[src/common/bvs_pkg.sv]
// Package with constants and carrier types for the bus voltage supervisor.
package bvs_pkg;
    localparam int CLK_MHZ = 100;
    localparam int MS_TIME = 1;
    localparam int CYC_PER_MS = MS_TIME * CLK_MHZ * 1000;
    localparam int SEC_TIME = 1000;
    localparam int CYC_PER_SEC = SEC_TIME * CYC_PER_MS;
    localparam int OV_WAIT_MS = 50;
    localparam int CB_PULSE_MS = 1;
    localparam int DETECT_MS = 1;
    localparam int RECOVER_MS = 1000;
    localparam int SAVE_PERIOD_S = 3600;
    localparam int ADC_W = 10;
    localparam int CNT_W = 32;
    localparam int NGRP = 4;
    localparam int NAUX = 4;
    localparam logic [9:0] UV_THR_RST = 10'h2E8;
    localparam logic [9:0] OV_THR_RST = 10'h38C;
    localparam logic [9:0] HYST_RST = 10'h008;

    typedef struct packed {
        logic [ADC_W-1:0] uv_thr;
        logic [ADC_W-1:0] ov_thr;
        logic [ADC_W-1:0] hyst;
        logic auto_on;
        logic fe_auto_on;
        logic ref_ext;
    } bvs_cfg_t;

    typedef struct packed {
        logic bus_low_flag;
        logic bus_high_flag;
        logic [NAUX-1:0] aux_status;
        logic [ADC_W-1:0] bus_code;
        logic [CNT_W-1:0] uptime;
    } bvs_stat_t;

    typedef enum logic [2:0] {
        ST_RUN = 3'b000,
        ST_UV_OFF = 3'b001,
        ST_OV_WAIT = 3'b010,
        ST_OV_FE_OFF = 3'b011,
        ST_OV_RECOVER = 3'b100,
        ST_REPROG = 3'b101
    } bvs_state_t;
endpackage

[src/design/bvs_uptime.sv]
// Uptime counter with one-second tick and periodic backup.
`timescale 1ns/1ps
module bvs_uptime
    import bvs_pkg::*;
#(
    parameter int TICK_CYC = CYC_PER_SEC,
    parameter int SAVE_SEC = SAVE_PERIOD_S
) (
    input wire logic clk,
    input wire logic reset_n,
    input wire logic load,
    input wire logic [CNT_W-1:0] load_value,
    input wire logic save_req,
    output logic [CNT_W-1:0] count,
    output logic save_pulse
);
    initial begin
        if (TICK_CYC < 2 || SAVE_SEC < 1) begin
            $error("bvs_uptime: bad timing parameters");
        end
    end

    logic [31:0] tick_cnt;
    logic [31:0] next_tick_cnt;
    logic [31:0] sec_cnt;
    logic [31:0] next_sec_cnt;
    logic [CNT_W-1:0] next_count;
    logic next_save_pulse;

    always_comb begin
        next_tick_cnt = tick_cnt + 32'h1;
        next_sec_cnt = sec_cnt;
        next_count = count;
        next_save_pulse = save_req;
        if (tick_cnt == 32'(TICK_CYC - 1)) begin
            next_tick_cnt = '0;
            next_count = count + 32'h1;
            next_sec_cnt = sec_cnt + 32'h1;
            if (sec_cnt == 32'(SAVE_SEC - 1)) begin
                next_sec_cnt = '0;
                next_save_pulse = 1'b1;
            end
        end
        if (load) begin
            next_count = load_value;
        end
    end

    always_ff @(posedge clk) begin
        if (!reset_n) begin
            tick_cnt <= '0;
            sec_cnt <= '0;
            count <= '0;
            save_pulse <= 1'b0;
        end else begin
            tick_cnt <= next_tick_cnt;
            sec_cnt <= next_sec_cnt;
            count <= next_count;
            save_pulse <= next_save_pulse;
        end
    end
endmodule

[src/design/bvs_compare.sv]
// Four threshold crossing comparisons with hysteresis.
`timescale 1ns/1ps
module bvs_compare
    import bvs_pkg::*;
(
    input wire logic [ADC_W-1:0] code,
    input wire logic [ADC_W-1:0] uv_thr,
    input wire logic [ADC_W-1:0] ov_thr,
    input wire logic [ADC_W-1:0] hyst,
    output logic uv_fall,
    output logic uv_rise,
    output logic ov_rise,
    output logic ov_fall
);
    // One extra bit keeps code or threshold plus hysteresis from wrapping.
    logic [ADC_W:0] c;
    always_comb begin
        c = {1'b0, code};
        uv_fall = (c + {1'b0, hyst}) < {1'b0, uv_thr};
        uv_rise = c > ({1'b0, uv_thr} + {1'b0, hyst});
        ov_rise = c > ({1'b0, ov_thr} + {1'b0, hyst});
        ov_fall = (c + {1'b0, hyst}) < {1'b0, ov_thr};
    end
endmodule

[src/design/bvs_top.sv]
// Bus voltage supervisor: aux status, uptime, bus voltage protection.
`timescale 1ns/1ps
////////////////////////////////////////////////////////////////////////////////
module bvs_top
    import bvs_pkg::*;
#(
    parameter int DETECT_CYC = DETECT_MS * CYC_PER_MS,
    parameter int OV_WAIT_CYC = OV_WAIT_MS * CYC_PER_MS,
    parameter int CB_CYC = CB_PULSE_MS * CYC_PER_MS,
    parameter int RECOVER_CYC = RECOVER_MS * CYC_PER_MS,
    parameter int TICK_CYC = CYC_PER_SEC,
    parameter int SAVE_SEC = SAVE_PERIOD_S
) (
    input wire logic CORE_CLK,
    input wire logic RESET_N,
    input wire logic [NAUX-1:0] AUX_GOOD_INPUTS,
    input wire logic [ADC_W-1:0] BUS_CODE,
    input wire logic BUS_CODE_VALID,
    input wire bvs_cfg_t CFG,
    input wire logic [CNT_W-1:0] NV_UPTIME,
    input wire logic FE_ON_CMD,
    input wire logic TURN_ON_CMD,
    input wire logic PROG_DONE,
    input wire logic [NGRP-1:0] GROUP_FAULT_IN,
    output logic [NGRP-1:0] GROUP_FAULT_OE,
    output logic [NGRP-1:0] GROUP_FAULT_OUT,
    output logic FRONT_END_ENABLE,
    output logic CROWBAR_TRIGGER,
    output logic REF_EXT_SEL,
    output logic PROG_STATUS_CLEAR,
    output logic REPROG_START,
    output logic TURN_ON,
    output logic NV_SAVE,
    output bvs_stat_t STATUS
);
    initial begin
        if (DETECT_CYC < 1 || OV_WAIT_CYC <= DETECT_CYC || CB_CYC < 1 ||
            RECOVER_CYC < 1) begin
            $error("bvs_top: bad timing parameters");
        end
    end

    ////////////////////////////////////////////////////////////////////////
    // Input synchronisers; the first stage feeds only the second.
    logic [NAUX-1:0] aux_s1;
    logic [NAUX-1:0] aux_s2;
    logic [NGRP-1:0] grp_s1;
    logic [NGRP-1:0] grp_s2;
    logic [NAUX-1:0] aux_status;
    logic [NAUX-1:0] next_aux_status;
    logic [ADC_W-1:0] bus_code;
    logic [ADC_W-1:0] next_bus_code;
    logic code_new;

    always_comb begin
        next_aux_status = aux_s2;
        next_bus_code = BUS_CODE_VALID ? BUS_CODE : bus_code;
    end

    always_ff @(posedge CORE_CLK) begin
        if (!RESET_N) begin
            aux_s1 <= '1;
            aux_s2 <= '1;
            grp_s1 <= '1;
            grp_s2 <= '1;
            aux_status <= '1;
            bus_code <= '0;
            code_new <= 1'b0;
        end else begin
            aux_s1 <= AUX_GOOD_INPUTS;
            aux_s2 <= aux_s1;
            grp_s1 <= GROUP_FAULT_IN;
            grp_s2 <= grp_s1;
            aux_status <= next_aux_status;
            bus_code <= next_bus_code;
            code_new <= BUS_CODE_VALID;
        end
    end

    ////////////////////////////////////////////////////////////////////////
    // Reset-captured configuration and power-up load.
    logic ref_ext;
    logic next_ref_ext;
    logic boot;
    logic boot_done;
    logic fe_cmd_seen;

    always_comb begin
        next_ref_ext = boot ? CFG.ref_ext : ref_ext;
    end

    always_ff @(posedge CORE_CLK) begin
        if (!RESET_N) begin
            ref_ext <= 1'b0;
            boot <= 1'b1;
            boot_done <= 1'b0;
        end else begin
            ref_ext <= next_ref_ext;
            boot <= 1'b0;
            boot_done <= boot_done | boot;
        end
    end

    ////////////////////////////////////////////////////////////////////////
    // Uptime and comparisons.
    logic [CNT_W-1:0] uptime;
    logic periodic_save;
    logic event_save;
    logic uv_fall;
    logic uv_rise;
    logic ov_rise;
    logic ov_fall;

    bvs_uptime #(
        .TICK_CYC(TICK_CYC),
        .SAVE_SEC(SAVE_SEC)
    ) u_uptime (
        .clk(CORE_CLK),
        .reset_n(RESET_N),
        .load(boot),
        .load_value(NV_UPTIME),
        .save_req(event_save),
        .count(uptime),
        .save_pulse(periodic_save)
    );

    bvs_compare u_compare (
        .code(bus_code),
        .uv_thr(CFG.uv_thr),
        .ov_thr(CFG.ov_thr),
        .hyst(CFG.hyst),
        .uv_fall(uv_fall),
        .uv_rise(uv_rise),
        .ov_rise(ov_rise),
        .ov_fall(ov_fall)
    );

    ////////////////////////////////////////////////////////////////////////
    // Protection sequencer.
    bvs_state_t state;
    bvs_state_t next_state;
    logic [31:0] timer;
    logic [31:0] next_timer;
    logic [31:0] det_cnt;
    logic [31:0] next_det_cnt;
    logic [31:0] cb_cnt;
    logic [31:0] next_cb_cnt;
    logic faults_low;
    logic next_faults_low;
    logic front_end_enable;
    logic next_front_end_enable;
    logic cb_done;
    logic next_cb_done;
    logic low_flag;
    logic next_low_flag;
    logic high_flag;
    logic next_high_flag;
    logic next_fe_cmd_seen;
    logic pend_uv;
    logic pend_ov;

    // Entry crossings (uv_fall in ST_RUN, ov_rise in ST_RUN or ST_UV_OFF) are only acted on
    // after the filter delay, as converter noise would otherwise chatter the group fault lines.
    assign pend_uv = (state == ST_RUN) && uv_fall;
    assign pend_ov = (state == ST_RUN || state == ST_UV_OFF) && ov_rise;

    always_comb begin
        next_state = state;
        next_timer = timer;
        next_det_cnt = '0;
        next_cb_cnt = (cb_cnt != 32'h0) ? cb_cnt - 32'h1 : 32'h0;
        next_faults_low = faults_low;
        next_front_end_enable = front_end_enable;
        next_cb_done = cb_done;
        next_low_flag = low_flag;
        next_high_flag = high_flag;
        next_fe_cmd_seen = fe_cmd_seen | FE_ON_CMD;
        event_save = 1'b0;
        PROG_STATUS_CLEAR = 1'b0;
        REPROG_START = 1'b0;
        TURN_ON = 1'b0;
        if (boot) begin
            next_front_end_enable = CFG.fe_auto_on;
        end else if (FE_ON_CMD && state != ST_OV_FE_OFF) begin
            next_front_end_enable = 1'b1;
        end
        if (pend_uv || pend_ov) begin
            next_det_cnt = det_cnt + 32'h1;
        end
        case (state)
            ST_RUN: begin
                if (TURN_ON_CMD) begin
                    TURN_ON = 1'b1;
                end
                if (det_cnt == 32'(DETECT_CYC - 1) && pend_ov) begin
                    next_det_cnt = '0;
                    next_faults_low = 1'b1;
                    event_save = 1'b1;
                    next_timer = 32'(OV_WAIT_CYC - DETECT_CYC);
                    next_state = ST_OV_WAIT;
                end else if (det_cnt == 32'(DETECT_CYC - 1) && pend_uv) begin
                    next_det_cnt = '0;
                    next_faults_low = 1'b1;
                    event_save = 1'b1;
                    PROG_STATUS_CLEAR = 1'b1;
                    next_low_flag = 1'b1;
                    next_state = ST_UV_OFF;
                end
            end
            ST_UV_OFF: begin
                if (det_cnt == 32'(DETECT_CYC - 1) && pend_ov) begin
                    next_det_cnt = '0;
                    event_save = 1'b1;
                    next_timer = 32'(OV_WAIT_CYC - DETECT_CYC);
                    next_state = ST_OV_WAIT;
                end else if (uv_rise) begin
                    next_low_flag = 1'b0;
                    REPROG_START = 1'b1;
                    next_state = ST_REPROG;
                end
            end
            ST_OV_WAIT: begin
                if (ov_fall) begin
                    next_timer = 32'(RECOVER_CYC - 1);
                    next_state = ST_OV_RECOVER;
                end else if (timer <= 32'h1) begin
                    next_front_end_enable = 1'b0;
                    PROG_STATUS_CLEAR = 1'b1;
                    next_high_flag = 1'b1;
                    next_cb_done = 1'b0;
                    next_timer = 32'(OV_WAIT_CYC - 1);
                    next_state = ST_OV_FE_OFF;
                end else begin
                    next_timer = timer - 32'h1;
                end
            end
            ST_OV_FE_OFF: begin
                next_front_end_enable = 1'b0;
                if (ov_fall) begin
                    next_high_flag = 1'b0;
                    next_timer = 32'(RECOVER_CYC - 1);
                    next_state = ST_OV_RECOVER;
                end else if (timer != 32'h0) begin
                    next_timer = timer - 32'h1;
                end else if (!cb_done) begin
                    next_cb_cnt = 32'(CB_CYC);
                    next_cb_done = 1'b1;
                end
            end
            ST_OV_RECOVER: begin
                if (ov_rise) begin
                    next_timer = 32'(OV_WAIT_CYC - 1);
                    next_state = ST_OV_WAIT;
                end else if (timer == 32'h0) begin
                    next_front_end_enable = 1'b1;
                    next_high_flag = 1'b0;
                    REPROG_START = 1'b1;
                    next_state = ST_REPROG;
                end else begin
                    next_timer = timer - 32'h1;
                end
            end
            ST_REPROG: begin
                if (PROG_DONE) begin
                    next_faults_low = 1'b0;
                    TURN_ON = CFG.auto_on;
                    next_state = ST_RUN;
                end
            end
            default: begin
                next_state = ST_RUN;
            end
        endcase
    end

    always_ff @(posedge CORE_CLK) begin
        if (!RESET_N) begin
            state <= ST_RUN;
            timer <= '0;
            det_cnt <= '0;
            cb_cnt <= '0;
            faults_low <= 1'b0;
            front_end_enable <= 1'b0;
            cb_done <= 1'b0;
            low_flag <= 1'b0;
            high_flag <= 1'b0;
            fe_cmd_seen <= 1'b0;
        end else begin
            state <= next_state;
            timer <= next_timer;
            det_cnt <= next_det_cnt;
            cb_cnt <= next_cb_cnt;
            faults_low <= next_faults_low;
            front_end_enable <= next_front_end_enable;
            cb_done <= next_cb_done;
            low_flag <= next_low_flag;
            high_flag <= next_high_flag;
            fe_cmd_seen <= next_fe_cmd_seen;
        end
    end

    ////////////////////////////////////////////////////////////////////////
    // Outputs. Fault lines are open drain: driven only while pulled low.
    always_comb begin
        GROUP_FAULT_OE = {NGRP{faults_low}};
        GROUP_FAULT_OUT = '0;
        FRONT_END_ENABLE = front_end_enable;
        CROWBAR_TRIGGER = (cb_cnt != 32'h0);
        REF_EXT_SEL = ref_ext;
        NV_SAVE = periodic_save;
        STATUS.bus_low_flag = low_flag;
        STATUS.bus_high_flag = high_flag;
        STATUS.aux_status = aux_status;
        STATUS.bus_code = bus_code;
        STATUS.uptime = uptime;
    end
endmodule

[config.mk]
export PLATFORM = sky130hd
export DESIGN_NAME = bvs_top
export DESIGN_NICKNAME = d
export VERILOG_FILES = /design/src/common/bvs_pkg.sv /design/src/design/bvs_uptime.sv /design/src/design/bvs_compare.sv /design/src/design/bvs_top.sv
export SDC_FILE = /design/constraint.sdc
export NUM_CORES = 1
export LEC_CHECK = 0
export BUFFER_PORTS_ARGS = -buffer_cell sky130_fd_sc_hd__buf_2
export CAP_MARGIN = 20
export CORE_MARGIN = 2
export CORE_UTILIZATION = 53
export DETAILED_ROUTE_END_ITERATION = 16
export PLACE_DENSITY_LB_ADDON = 0.05
export REMOVE_ABC_BUFFERS = 1
export SYNTH_ARGS = -nofsm -noshare
export SYNTH_HDL_FRONTEND = slang
export SYNTH_SLANG_ARGS = --single-unit
[constraint.sdc]
create_clock -name CORE_CLK -period 4.6 [get_ports CORE_CLK]
set_input_delay 0.46 -clock CORE_CLK [delete_from_list [all_inputs] [get_ports CORE_CLK]]
set_output_delay 0.46 -clock CORE_CLK [all_outputs]
set_load 0.1 [all_outputs]
# ---- Yosys cells after proc, flatten, opt, wreduce, memory -nomap -nowiden
# Index checks and enable logic that the tools add are counted.
dict set report word_totals {
  reg_bits 225
}
dict set report op_classes {
  bitwise 1
  n_mux 77
  addsub 9
  reduce_logical 25
  n_eq_ne 28
  magnitude_cmp 5
}
# operator n
set ops {}
lappend ops {{2-to-1 mux 32 bit} 19}
lappend ops {{adder 32 x 1 -> 32 bit, second input constant} 4}
lappend ops {{case mux 32 bit (4 select lines)} 1}
lappend ops {{case mux 32 bit (2 select lines)} 1}
lappend ops {{nonzero test 32 bit} 2}
lappend ops {{subtractor 32 x 1 -> 32 bit, second input constant} 2}
lappend ops {{2-to-1 mux 1 bit} 36}
lappend ops {{adder 10 x 10 -> 11 bit} 3}
lappend ops {{== test 32 x 12 -> 1 bit, second input constant} 1}
lappend ops {{== test 32 x 17 -> 1 bit, second input constant} 1}
lappend ops {{== test 32 x 27 -> 1 bit, second input constant} 1}
lappend ops {{<= comparator 32 x 1 -> 1 bit, second input constant} 1}
lappend ops {{zero test 32 bit} 1}
lappend ops {{2-to-1 mux 3 bit} 10}
lappend ops {{> comparator 10 x 11 -> 1 bit} 2}
lappend ops {{< comparator 11 x 10 -> 1 bit} 2}
lappend ops {{!= test 2 bit, second input constant} 10}
lappend ops {{case mux 3 bit (6 select lines)} 1}
lappend ops {{case mux 1 bit (2 select lines)} 7}
lappend ops {{!= test 3 bit, second input constant} 4}
lappend ops {{AND reduction 6 bit} 2}
lappend ops {{AND reduction 5 bit} 2}
lappend ops {{nonzero test 2 bit} 4}
lappend ops {{== test 3 x 2 -> 1 bit, second input constant} 2}
lappend ops {{15 further kinds} 26}

# ---- Logic depth before layout (Yosys ltp)
# Gate-level depths: netlist (run 1).
dict set report depth {
  ltp_word 9
  depth_mapped 20
  mapped_depth_nobuf 18
}

# ---- Cells and area by module
# A second synthesis (run 1) with hierarchy kept.
dict set report hier_totals {
  cells_unflattened 1627
  hier_area_um2 13351.6
}
# module cells_per_inst seq_area_each_um2 n_inst area_each_um2
set modules_own_cells {}
lappend modules_own_cells {bvs_top 756 2562.5 1 6284.8}
lappend modules_own_cells {bvs_uptime 605 1941.9 1 4937.2}
lappend modules_own_cells {bvs_compare 266 0.0 1 2129.5}

# ---- Worst setup path before layout (run 1)
# Ideal clock, no wire load.
dict set report synth_path {
  path_type {input port to output port}
  startpoint {input port CFG[4] in the netlist's numbering}
  endpoint {output port REPROG_START}
  n_path_buf 0
  arrival_time_ns 5.134
  cell_stages 17
  path_slack_ns -0.994
  cell_sequence {ha_1 -> a21o_1 -> a21oi_1 -> o21bai_1 -> a21oi_1 -> o21ai_0 -> a21o_1 -> a21oi_1 -> xor2_1 -> ha_1 -> nand3_1 -> nor3_1 -> or3_1 -> a211oi_1 -> a21oi_1 -> inv_1 -> o21ai_0}
}
dict set report synth_via {
  elab_chain_len 6
}
# element line
set synth_rtl {}
lappend synth_rtl {{start: declaration} bvs_top.sv:19} ;# input wire bvs_cfg_t CFG,
lappend synth_rtl {{adder 10 x 10 -> 11 bit} bvs_compare.sv:21} ;# ov_rise = c > ({1'b0, ov_thr} + {1'b0, hyst});
lappend synth_rtl {{> comparator 10 x 11 -> 1 bit} bvs_compare.sv:21}
lappend synth_rtl {{logical AND 1 bit} bvs_top.sv:165} ;# assign pend_ov = (state == ST_RUN || state == ST_UV_OFF) && ov_rise;
lappend synth_rtl {{logical AND 1 bit} bvs_top.sv:211} ;# if (det_cnt == 32'(DETECT_CYC - 1) && pend_ov) begin
lappend synth_rtl {{2-to-1 mux 1 bit} bvs_top.sv:211}
lappend synth_rtl {{case mux 1 bit (2 select lines) (*)} bvs_top.sv:190} ;# case (state)
lappend synth_rtl {{end: declaration} bvs_top.sv:31} ;# output logic REPROG_START,
# Every way passes the cells marked *; elsewhere a longest branch is shown, timed or not.

# ---- Worst setup path in the final report (run 1)
dict set report layout_path {
  startpoint {register bus_code[0]}
  endpoint {output port PROG_STATUS_CLEAR}
}
dict set report layout_via {
  elab_chain_len 7
}
# element line
set layout_rtl {}
lappend layout_rtl {{start: declaration} bvs_top.sv:51} ;# logic [ADC_W-1:0] bus_code;
lappend layout_rtl {{start signal: assignment} bvs_top.sv:75} ;# bus_code <= next_bus_code;
lappend layout_rtl {{adder 10 x 10 -> 11 bit} {bvs_compare.sv:19, bvs_compare.sv:22}}
lappend layout_rtl {{< comparator 11 x 10 -> 1 bit} bvs_compare.sv:19} ;# uv_fall = (c + {1'b0, hyst}) < {1'b0, uv_thr};
lappend layout_rtl {{logical AND 1 bit} bvs_top.sv:164} ;# assign pend_uv = (state == ST_RUN) && uv_fall;
lappend layout_rtl {{logical AND 1 bit} bvs_top.sv:201} ;# end else if (det_cnt == 32'(DETECT_CYC - 1) && pend_uv) begin
lappend layout_rtl {{2-to-1 mux 1 bit} bvs_top.sv:201}
lappend layout_rtl {{2-to-1 mux 1 bit} bvs_top.sv:195} ;# if (det_cnt == 32'(DETECT_CYC - 1) && pend_ov) begin
lappend layout_rtl {{case mux 1 bit (2 select lines) (*)} bvs_top.sv:190}
lappend layout_rtl {{end: declaration} bvs_top.sv:30} ;# output logic PROG_STATUS_CLEAR,
# Marked as above.

==> impl_metrics.py, run 1 <==
metrics = {
    "grt": {
        "grt_max_degree": 38,
        "grt_pass1_wl_mm": 48.56,
        "grt_usage_pct": 23.41,
        "antenna_found_initial": 1,
        "grt_pass1_vias": 10050,
        "grt_overflow": 0,
    },
    "finish": {
        "syn_to_final_growth_pct": 15.88,
        "layout-drive-gt1-share_pct": 15.63,
        "n_fill_cell": 2122,
        "antenna_cells": 0,
        "post-route-util_pct": 62.39,
        "multi_input_area_um2": 7687,
        "fin_nets": 1840,
        "regArea_um2": 4506,
    },
    "drt": {
        "drt_first_iter_violations": 674,
        "firstDrtPassIters": 5,
        "via_per_inst": 5.432,
        "wire_per_inst_um": 14.76,
        "drtAntennaViolNets": 0,
        "drt-total-wl_mm": 29.63,
        "drc": 0,
        "via_count": 10910,
    },
    "logic_synthesis": {
        "synth_commonest_cells": "nor2_1, dfxtp_1, nand2_1",
        "avgSynthCellArea_um2": 8.348,
        "yosys-top-cells-area": "dfxtp_1, ha_1, nor2_1, xor2_1, xnor2_1",
        "ys_seq_elements": 225,
        "synthFlopType": "dfxtp_1",
        "synth_top_area_share_pct": 35.64,
        "yosysMostFrequentCell": "nor2_1",
        "ys_seq_area_share_pct": 35.64,
        "syn_inst": 1514,
        "ys_types": 79,
        "netlist_area_um2": 12640,
        "async_reset_ff_share_pct": 0,
        "yosys_warnings": 0,
        "yosysTopAreaCell": "dfxtp_1",
        "synth_edf_count": 0,
    },
    "power": {
        "p_leak_nw": 6.372,
        "pwr_density_cell_nw_per_um2": 380.1,
        "ir_drop_uv": 271.3,
    },
    "floorplan": {
        "fp.dieW_um": 158.4,
        "die_h_um": 158.4,
        "core.rowCount": 56,
        "core_region_area_um2": 23470,
        "start_util_pct": 53.84,
        "io_pins": 152,
        "dieArea_um2": 25100,
    },
    "clocking": {
        "cts_root_buffer": "clkbuf_16",
        "postCtsHoldBufs": 0,
        "clkLatencyLatePin_ps": 520,
        "htreeDepth": 1,
        "path_clk_slew_ps": 60,
        "cts_tree": "built",
        "numCtsBuffers": 25,
        "cts_buffer_depth": 3,
        "clock_sinks": 225,
    },
    "setup_path": {
        "crit_path_frequent_cell": "ha_1",
        "cp_cell_sequence": "ha_1 -> fa_2 -> a21o_1 -> nand4_1 -> a21boi_1 -> o21a_1 -> nor2_2 -> xnor2_2 -> ha_1 -> a211o_1 -> o221a_2 -> o21ai_0 -> o2111ai_1 -> nand2b_1 -> nand2_1 -> buf_8",
        "crit_family": "compound AO/OA/AOI/OAI gates",
        "start_kind": "register",
        "path_class": "register to output pin",
        "path_depth": 16,
        "critPathSlowestCell": "fa_2",
        "worst-endpoint-required_ps": 4140,
        "end_kind": "output pin",
        "reg2regPathDepth": 18,
        "max_stage_delay_ps": 360,
        "crit_buf_inv": 1,
        "cp.arrival_ps": 3960,
        "crit_path_max_fanout": 4,
    },
    "timing": {
        "worst_slack_ps": 175.2,
        "slew_headroom_pct": 25.71,
        "fin_crit_ps": 4425,
        "finalHoldViolCount": 0,
        "worstMarginPinSlew_ps": 1104,
        "fin_worst_skew_ps": 22.75,
        "post-route-period-util_pct": 96.19,
        "max_freq_mhz": 226.0,
        "slew_viol_final": 0,
        "setup_viol": 0,
    },
    "placed_design": {
        "portBuffers": 143,
        "gp_congestion": 0.8401,
        "pre_cts_slack_ps": -78.11,
        "post-dp-hpwl_mm": 21.75,
    },
    "worst_hold_path": {
        "hold_depth": 2,
        "hold_path_class": "primary input to register",
    },
    "run_status": {
        "status": "finished, final reports clean",
    },
    "run": {
        "timing.max_cap.violations": 0,
    },
}
report_power, final:
| group | total (mW) | switching (mW) | internal, mW | leakage, nW |
|---|---|---|---|---|
| Combinational | 1.41 | 0.859 | 0.554 | 4.16 |
| Sequential | 2.26 | 0.152 | 2.11 | 1.83 |
| Clock | 1.89 | 0.798 | 1.09 | 0.380 |
| Total | 5.57 | 1.81 | 3.76 | 6.37 |
cell type report:
cell class              instances  area share [%]
multi-input cells            1184           52.49
flip-flops and latches        225           30.76
repair buffers                185           7.339
clock buffers                  34           4.912
well taps                     319           2.725
inverters                      52           1.333
clock inverters                 9          0.4357
registers in the layout (all words and copies together) (netlist names), 3 cells and up:
signal	flops
aux_status	4
timer	32
aux_s2	4
bus_code	10
state	3
u_uptime.count	32
cb_cnt	32
det_cnt	32
aux_s1	4
u_uptime.sec_cnt	32
u_uptime.tick_cnt	32
layer usage:
| metal | up-vias | global-route usage [%] | part of all wire (%) |
|---|---|---|---|
| met3 | 42 | 3.212 | 3.8 |
| met5 | - | 0 | 0.024 |
| met1 | 5041 | 32.12 | 48 |
| met2 | 213 | 39.17 | 46 |
| li1 | 5609 | - | - |
| met4 | 2 | 5.405 | 1.9 |
placed cells by master (no fill, tap or decap), types with 5 or more instances in the layout:
cell and count:
nand2b_1 24, and2_1 11, a31oi_1 7, and4_1 15, xnor2_1 72, o21bai_1 5, o31ai_1 5, xor2_1 91
o21ai_0 58, mux2i_1 26, or3_1 25, nand2_1 121, a21boi_0 6, and3_1 26, nor4_1 20, o32ai_1 5
nor3_1 23, a211o_1 8, ha_1 75, nor2b_1 8, a21oi_1 97, o211ai_1 6, buf_4 40, nor4b_1 5
a21o_1 21, nand3_1 60, or4_1 7, buf_2 141, nor2_1 225, nand4_1 33, a211oi_1 7, clkbuf_16 25
clkbuf_8 7, dfxtp_1 224, inv_1 50, o21a_1 10
cell families after synthesis:
logic type | synth area share [%]
compound gates | 13.54
xor+xnor | 11.37
fa+ha+maj | 7.900
buf+inv | 3.920
flops | 35.64
mux | 2.059
other cells | 0.02967
simple gates | 25.54
what timing repair did:
action | in CTS | in global routing
setup endpoints to repair | 2 | 4
buffers inserted | 0 | 1
pin swaps | 0 | 2
gates resized for setup | 6 | 15
final timing paths:
path / from / endpoint / slack (ps)
worst max-delay path: bus_code[0]$_SDFFE_PN0P_ / PROG_STATUS_CLEAR / 180
worst min-delay path: AUX_GOOD_INPUTS[3] / aux_s1[3]$_SDFF_PN1_ / 120
worst max register to register: bus_code[0]$_SDFFE_PN0P_ / timer[30]$_SDFFE_PN0P_ / 440
worst min register to register: aux_s2[1]$_SDFF_PN1_ / aux_status[1]$_SDFF_PN1_ / 400
per-stage QoR:
step	total power [mW]	instances	hold slack (ps)	setup TNS, ps	instance area [µm²]
finish	5.566	2008	122.8	0	14650
global route	5.879	2008	120.6	-14.67	14650
CTS	5.602	2007	104.8	0	14590
detailed placement	3.692	1964	392.5	-363.8	13800
global placement	3.662	1964	388.5	-66.07	13800
floorplan	3.356	1461	386.3	-17050	12350
(Power assumes the default switching activity.)
==> run 2, diff against run 1 <==
--- a/config.mk
+++ b/config.mk
@@ -7,5 +7,4 @@
 export LEC_CHECK = 0
 export BUFFER_PORTS_ARGS = -buffer_cell sky130_fd_sc_hd__buf_2
-export CAP_MARGIN = 20
 export CORE_MARGIN = 2
 export CORE_UTILIZATION = 53
==> constraint.sdc (replaced) <==
create_clock -name CORE_CLK -period 4.6 [get_ports CORE_CLK]
set_input_delay 0.23 -clock CORE_CLK [delete_from_list [all_inputs] [get_ports CORE_CLK]]
set_output_delay 0.23 -clock CORE_CLK [all_outputs]
set_load 0.1 [all_outputs]
==> impl_metrics.py, run 2 (synthesis results as in run 1) <==
metrics = {
    "timing": {
        "finalHoldViolCount": 0,
        "fin_crit_ps": 4357,
        "setup_tns_ps": 0,
        "slew_headroom_pct": 27.16,
        "setup_viol": 0,
        "slew_viol_final": 0,
        "post-route-period-util_pct": 94.71,
        "fin_worst_skew_ps": 15.61,
        "worstMarginPinSlew_ps": 1083,
        "max_freq_mhz": 229.5,
    },
    "floorplan": {
        "io_pins": 152,
        "start_util_pct": 53.84,
        "core.rowCount": 56,
        "die_h_um": 158.4,
        "fp.dieW_um": 158.4,
        "core_region_area_um2": 23470,
        "dieArea_um2": 25100,
    },
    "clocking": {
        "path_clk_slew_ps": 60,
        "clkLatencyLatePin_ps": 520,
        "numCtsBuffers": 25,
        "cts_tree": "built",
        "htreeDepth": 1,
        "cts_buffer_depth": 3,
        "cts_root_buffer": "clkbuf_16",
        "clock_sinks": 225,
    },
    "setup_path": {
        "start_kind": "primary input",
        "cp.arrival_ps": 4130,
        "crit_path_start": "CFG[4]",
        "r2r_start": "bus_code[1]$_SDFFE_PN0P_",
        "end_kind": "output pin",
        "max_stage_delay_ps": 320,
        "path_class": "primary input to output pin",
        "worst-endpoint-required_ps": 4370,
        "crit_path_max_fanout": 12,
        "cp_cell_sequence": "buf_2 -> ha_1 -> a21o_1 -> a21oi_1 -> o21bai_1 -> a21oi_1 -> o21ai_1 -> a21o_1 -> a21oi_1 -> xor2_1 -> ha_1 -> nand3_1 -> nor3_1 -> or3_1 -> a211oi_2 -> buf_4 -> a21oi_1 -> buf_4 -> inv_1 -> o21ai_0 -> buf_4",
        "critPathSlowestCell": "or3_1",
        "crit_path_frequent_cell": "a21oi_1",
    },
    "power": {
        "ir_drop_uv": 302.7,
        "pwr-share-seq_pct": 38.8,
        "clock_power_share_pct": 36.3,
        "sw_frac_of_total_pct": 31.38,
        "p_int_mw": 3.991,
        "comb_power_share_pct": 24.9,
        "p_leak_nw": 6.569,
        "pwr_density_cell_nw_per_um2": 385.1,
        "switching_power_mw": 1.825,
        "p_total_mw": 5.816,
    },
    "worst_hold_path": {
        "hold_path_class": "primary input to register",
        "hold_start": "NV_UPTIME[29]",
    },
    "drt": {
        "drt_first_iter_violations": 673,
        "wire_per_inst_um": 14.92,
        "firstDrtPassIters": 7,
        "drtAntennaViolNets": 0,
        "via_count": 11110,
        "drc": 0,
        "via_per_inst": 5.440,
        "drt-total-wl_mm": 30.46,
    },
    "finish": {
        "layout_common_cells": "nor2_1, dfxtp_1, buf_2",
        "fin_nets": 1873,
        "syn_to_final_growth_pct": 19.50,
        "layout-drive-gt1-share_pct": 14.74,
        "layout_commonest_cell": "nor2_1",
        "antenna_cells": 0,
    },
    "grt": {
        "antenna_found_initial": 0,
        "grt_usage_pct": 24.16,
        "grt_max_degree": 39,
        "grt_pass1_wl_mm": 49.92,
        "grt_overflow": 0,
        "grt_pass1_vias": 10300,
    },
    "placed_design": {
        "portBuffers": 143,
        "gp_congestion": 0.8440,
        "post-dp-hpwl_mm": 21.80,
    },
    "run": {
        "timing.max_cap.violations": 0,
    },
    "run_status": {
        "status": "finished, final reports clean",
    },
}
run 2: changes by cell type in the layout (fill, tap and decap cells not counted), sizes merged:
cell / before / now
buf: 184 / 175
dlygate4sd3: 0 / 43
clkinvlp: 3 / 0
bufinv: 0 / 3
run 2: layout make-up:
class,instances,area (µm²)
Clock buffer,35,753.2
Multi-Input combinational cell,1184,7695
Inverter,52,195.2
Timing Repair Buffer,218,1429
Fill cell,2029,8369
Sequential cell,225,4504
Clock inverter,9,127.6
Tap cell,319,399.1
run 2: worst max-delay path: cells and delay by family:
kind	cells	cell delay (ps)
XOR/XNOR	1	200
AND/OR/NAND/NOR	3	480
adder cells (fa/ha/maj)	2	570
buffers and inverters	5	920
AO/OA/AOI/OAI	10	1710
run 2: timing repair:
item | 4_1_cts | 5_1_grt
pin swaps | 0 | 5
buffers inserted | 0 | 6
hold endpoints to repair | 43 | 0
gates resized for setup | 2 | 16
hold buffers | 43 | 0
endpoints found under the setup margin | 1 | 51
run 2: power groups by stage:
stage	Combinational [mW]	Clock, mW	Sequential, mW
final	1.45	2.11	2.26
after global placement	1.36	0	2.29
after CTS	1.42	2.16	2.26
after global routing	1.60	2.24	2.28
after floorplan	0.908	0	2.45
after detailed placement	1.38	0	2.30
run 2: routing by layer:
layer  GRT usage, %  wire [µm]
met2          40.35      14110
met1          33.09      14610
met3          3.157       1154
met4          6.135        582
met5              0          0
run 2: final timing paths:
path | to | slack, ps | cells past startpoint
worst max-delay path | REPROG_START | 240 | 21
worst min-delay path | u_uptime.count[29]$_SDFFE_PN0P_ | 9 | 3
worst max register to register | cb_cnt[8]$_SDFF_PN0_ | 350 | 21
worst min register to register | aux_s2[2]$_SDFF_PN1_ | 410 | 1
run 2: through the flow:
| stage | hold WS, ps | setup slack [ps] | utilization [%] | instances | instance area, µm² |
|---|---|---|---|---|---|
| global placement | 388.1 | -51.73 | 58.25 | 1949 | 13670 |
| global route | 36.30 | -0.7825 | 64.34 | 2042 | 15100 |
| floorplan | 303.0 | -674.9 | - | 1461 | 12350 |
| detailed placement | 391.7 | -131.9 | 58.25 | 1949 | 13670 |
| finish | 8.623 | 243.2 | 64.34 | 2042 | 15100 |
| CTS | 0.8935 | 88.70 | 63.86 | 2036 | 14990 |
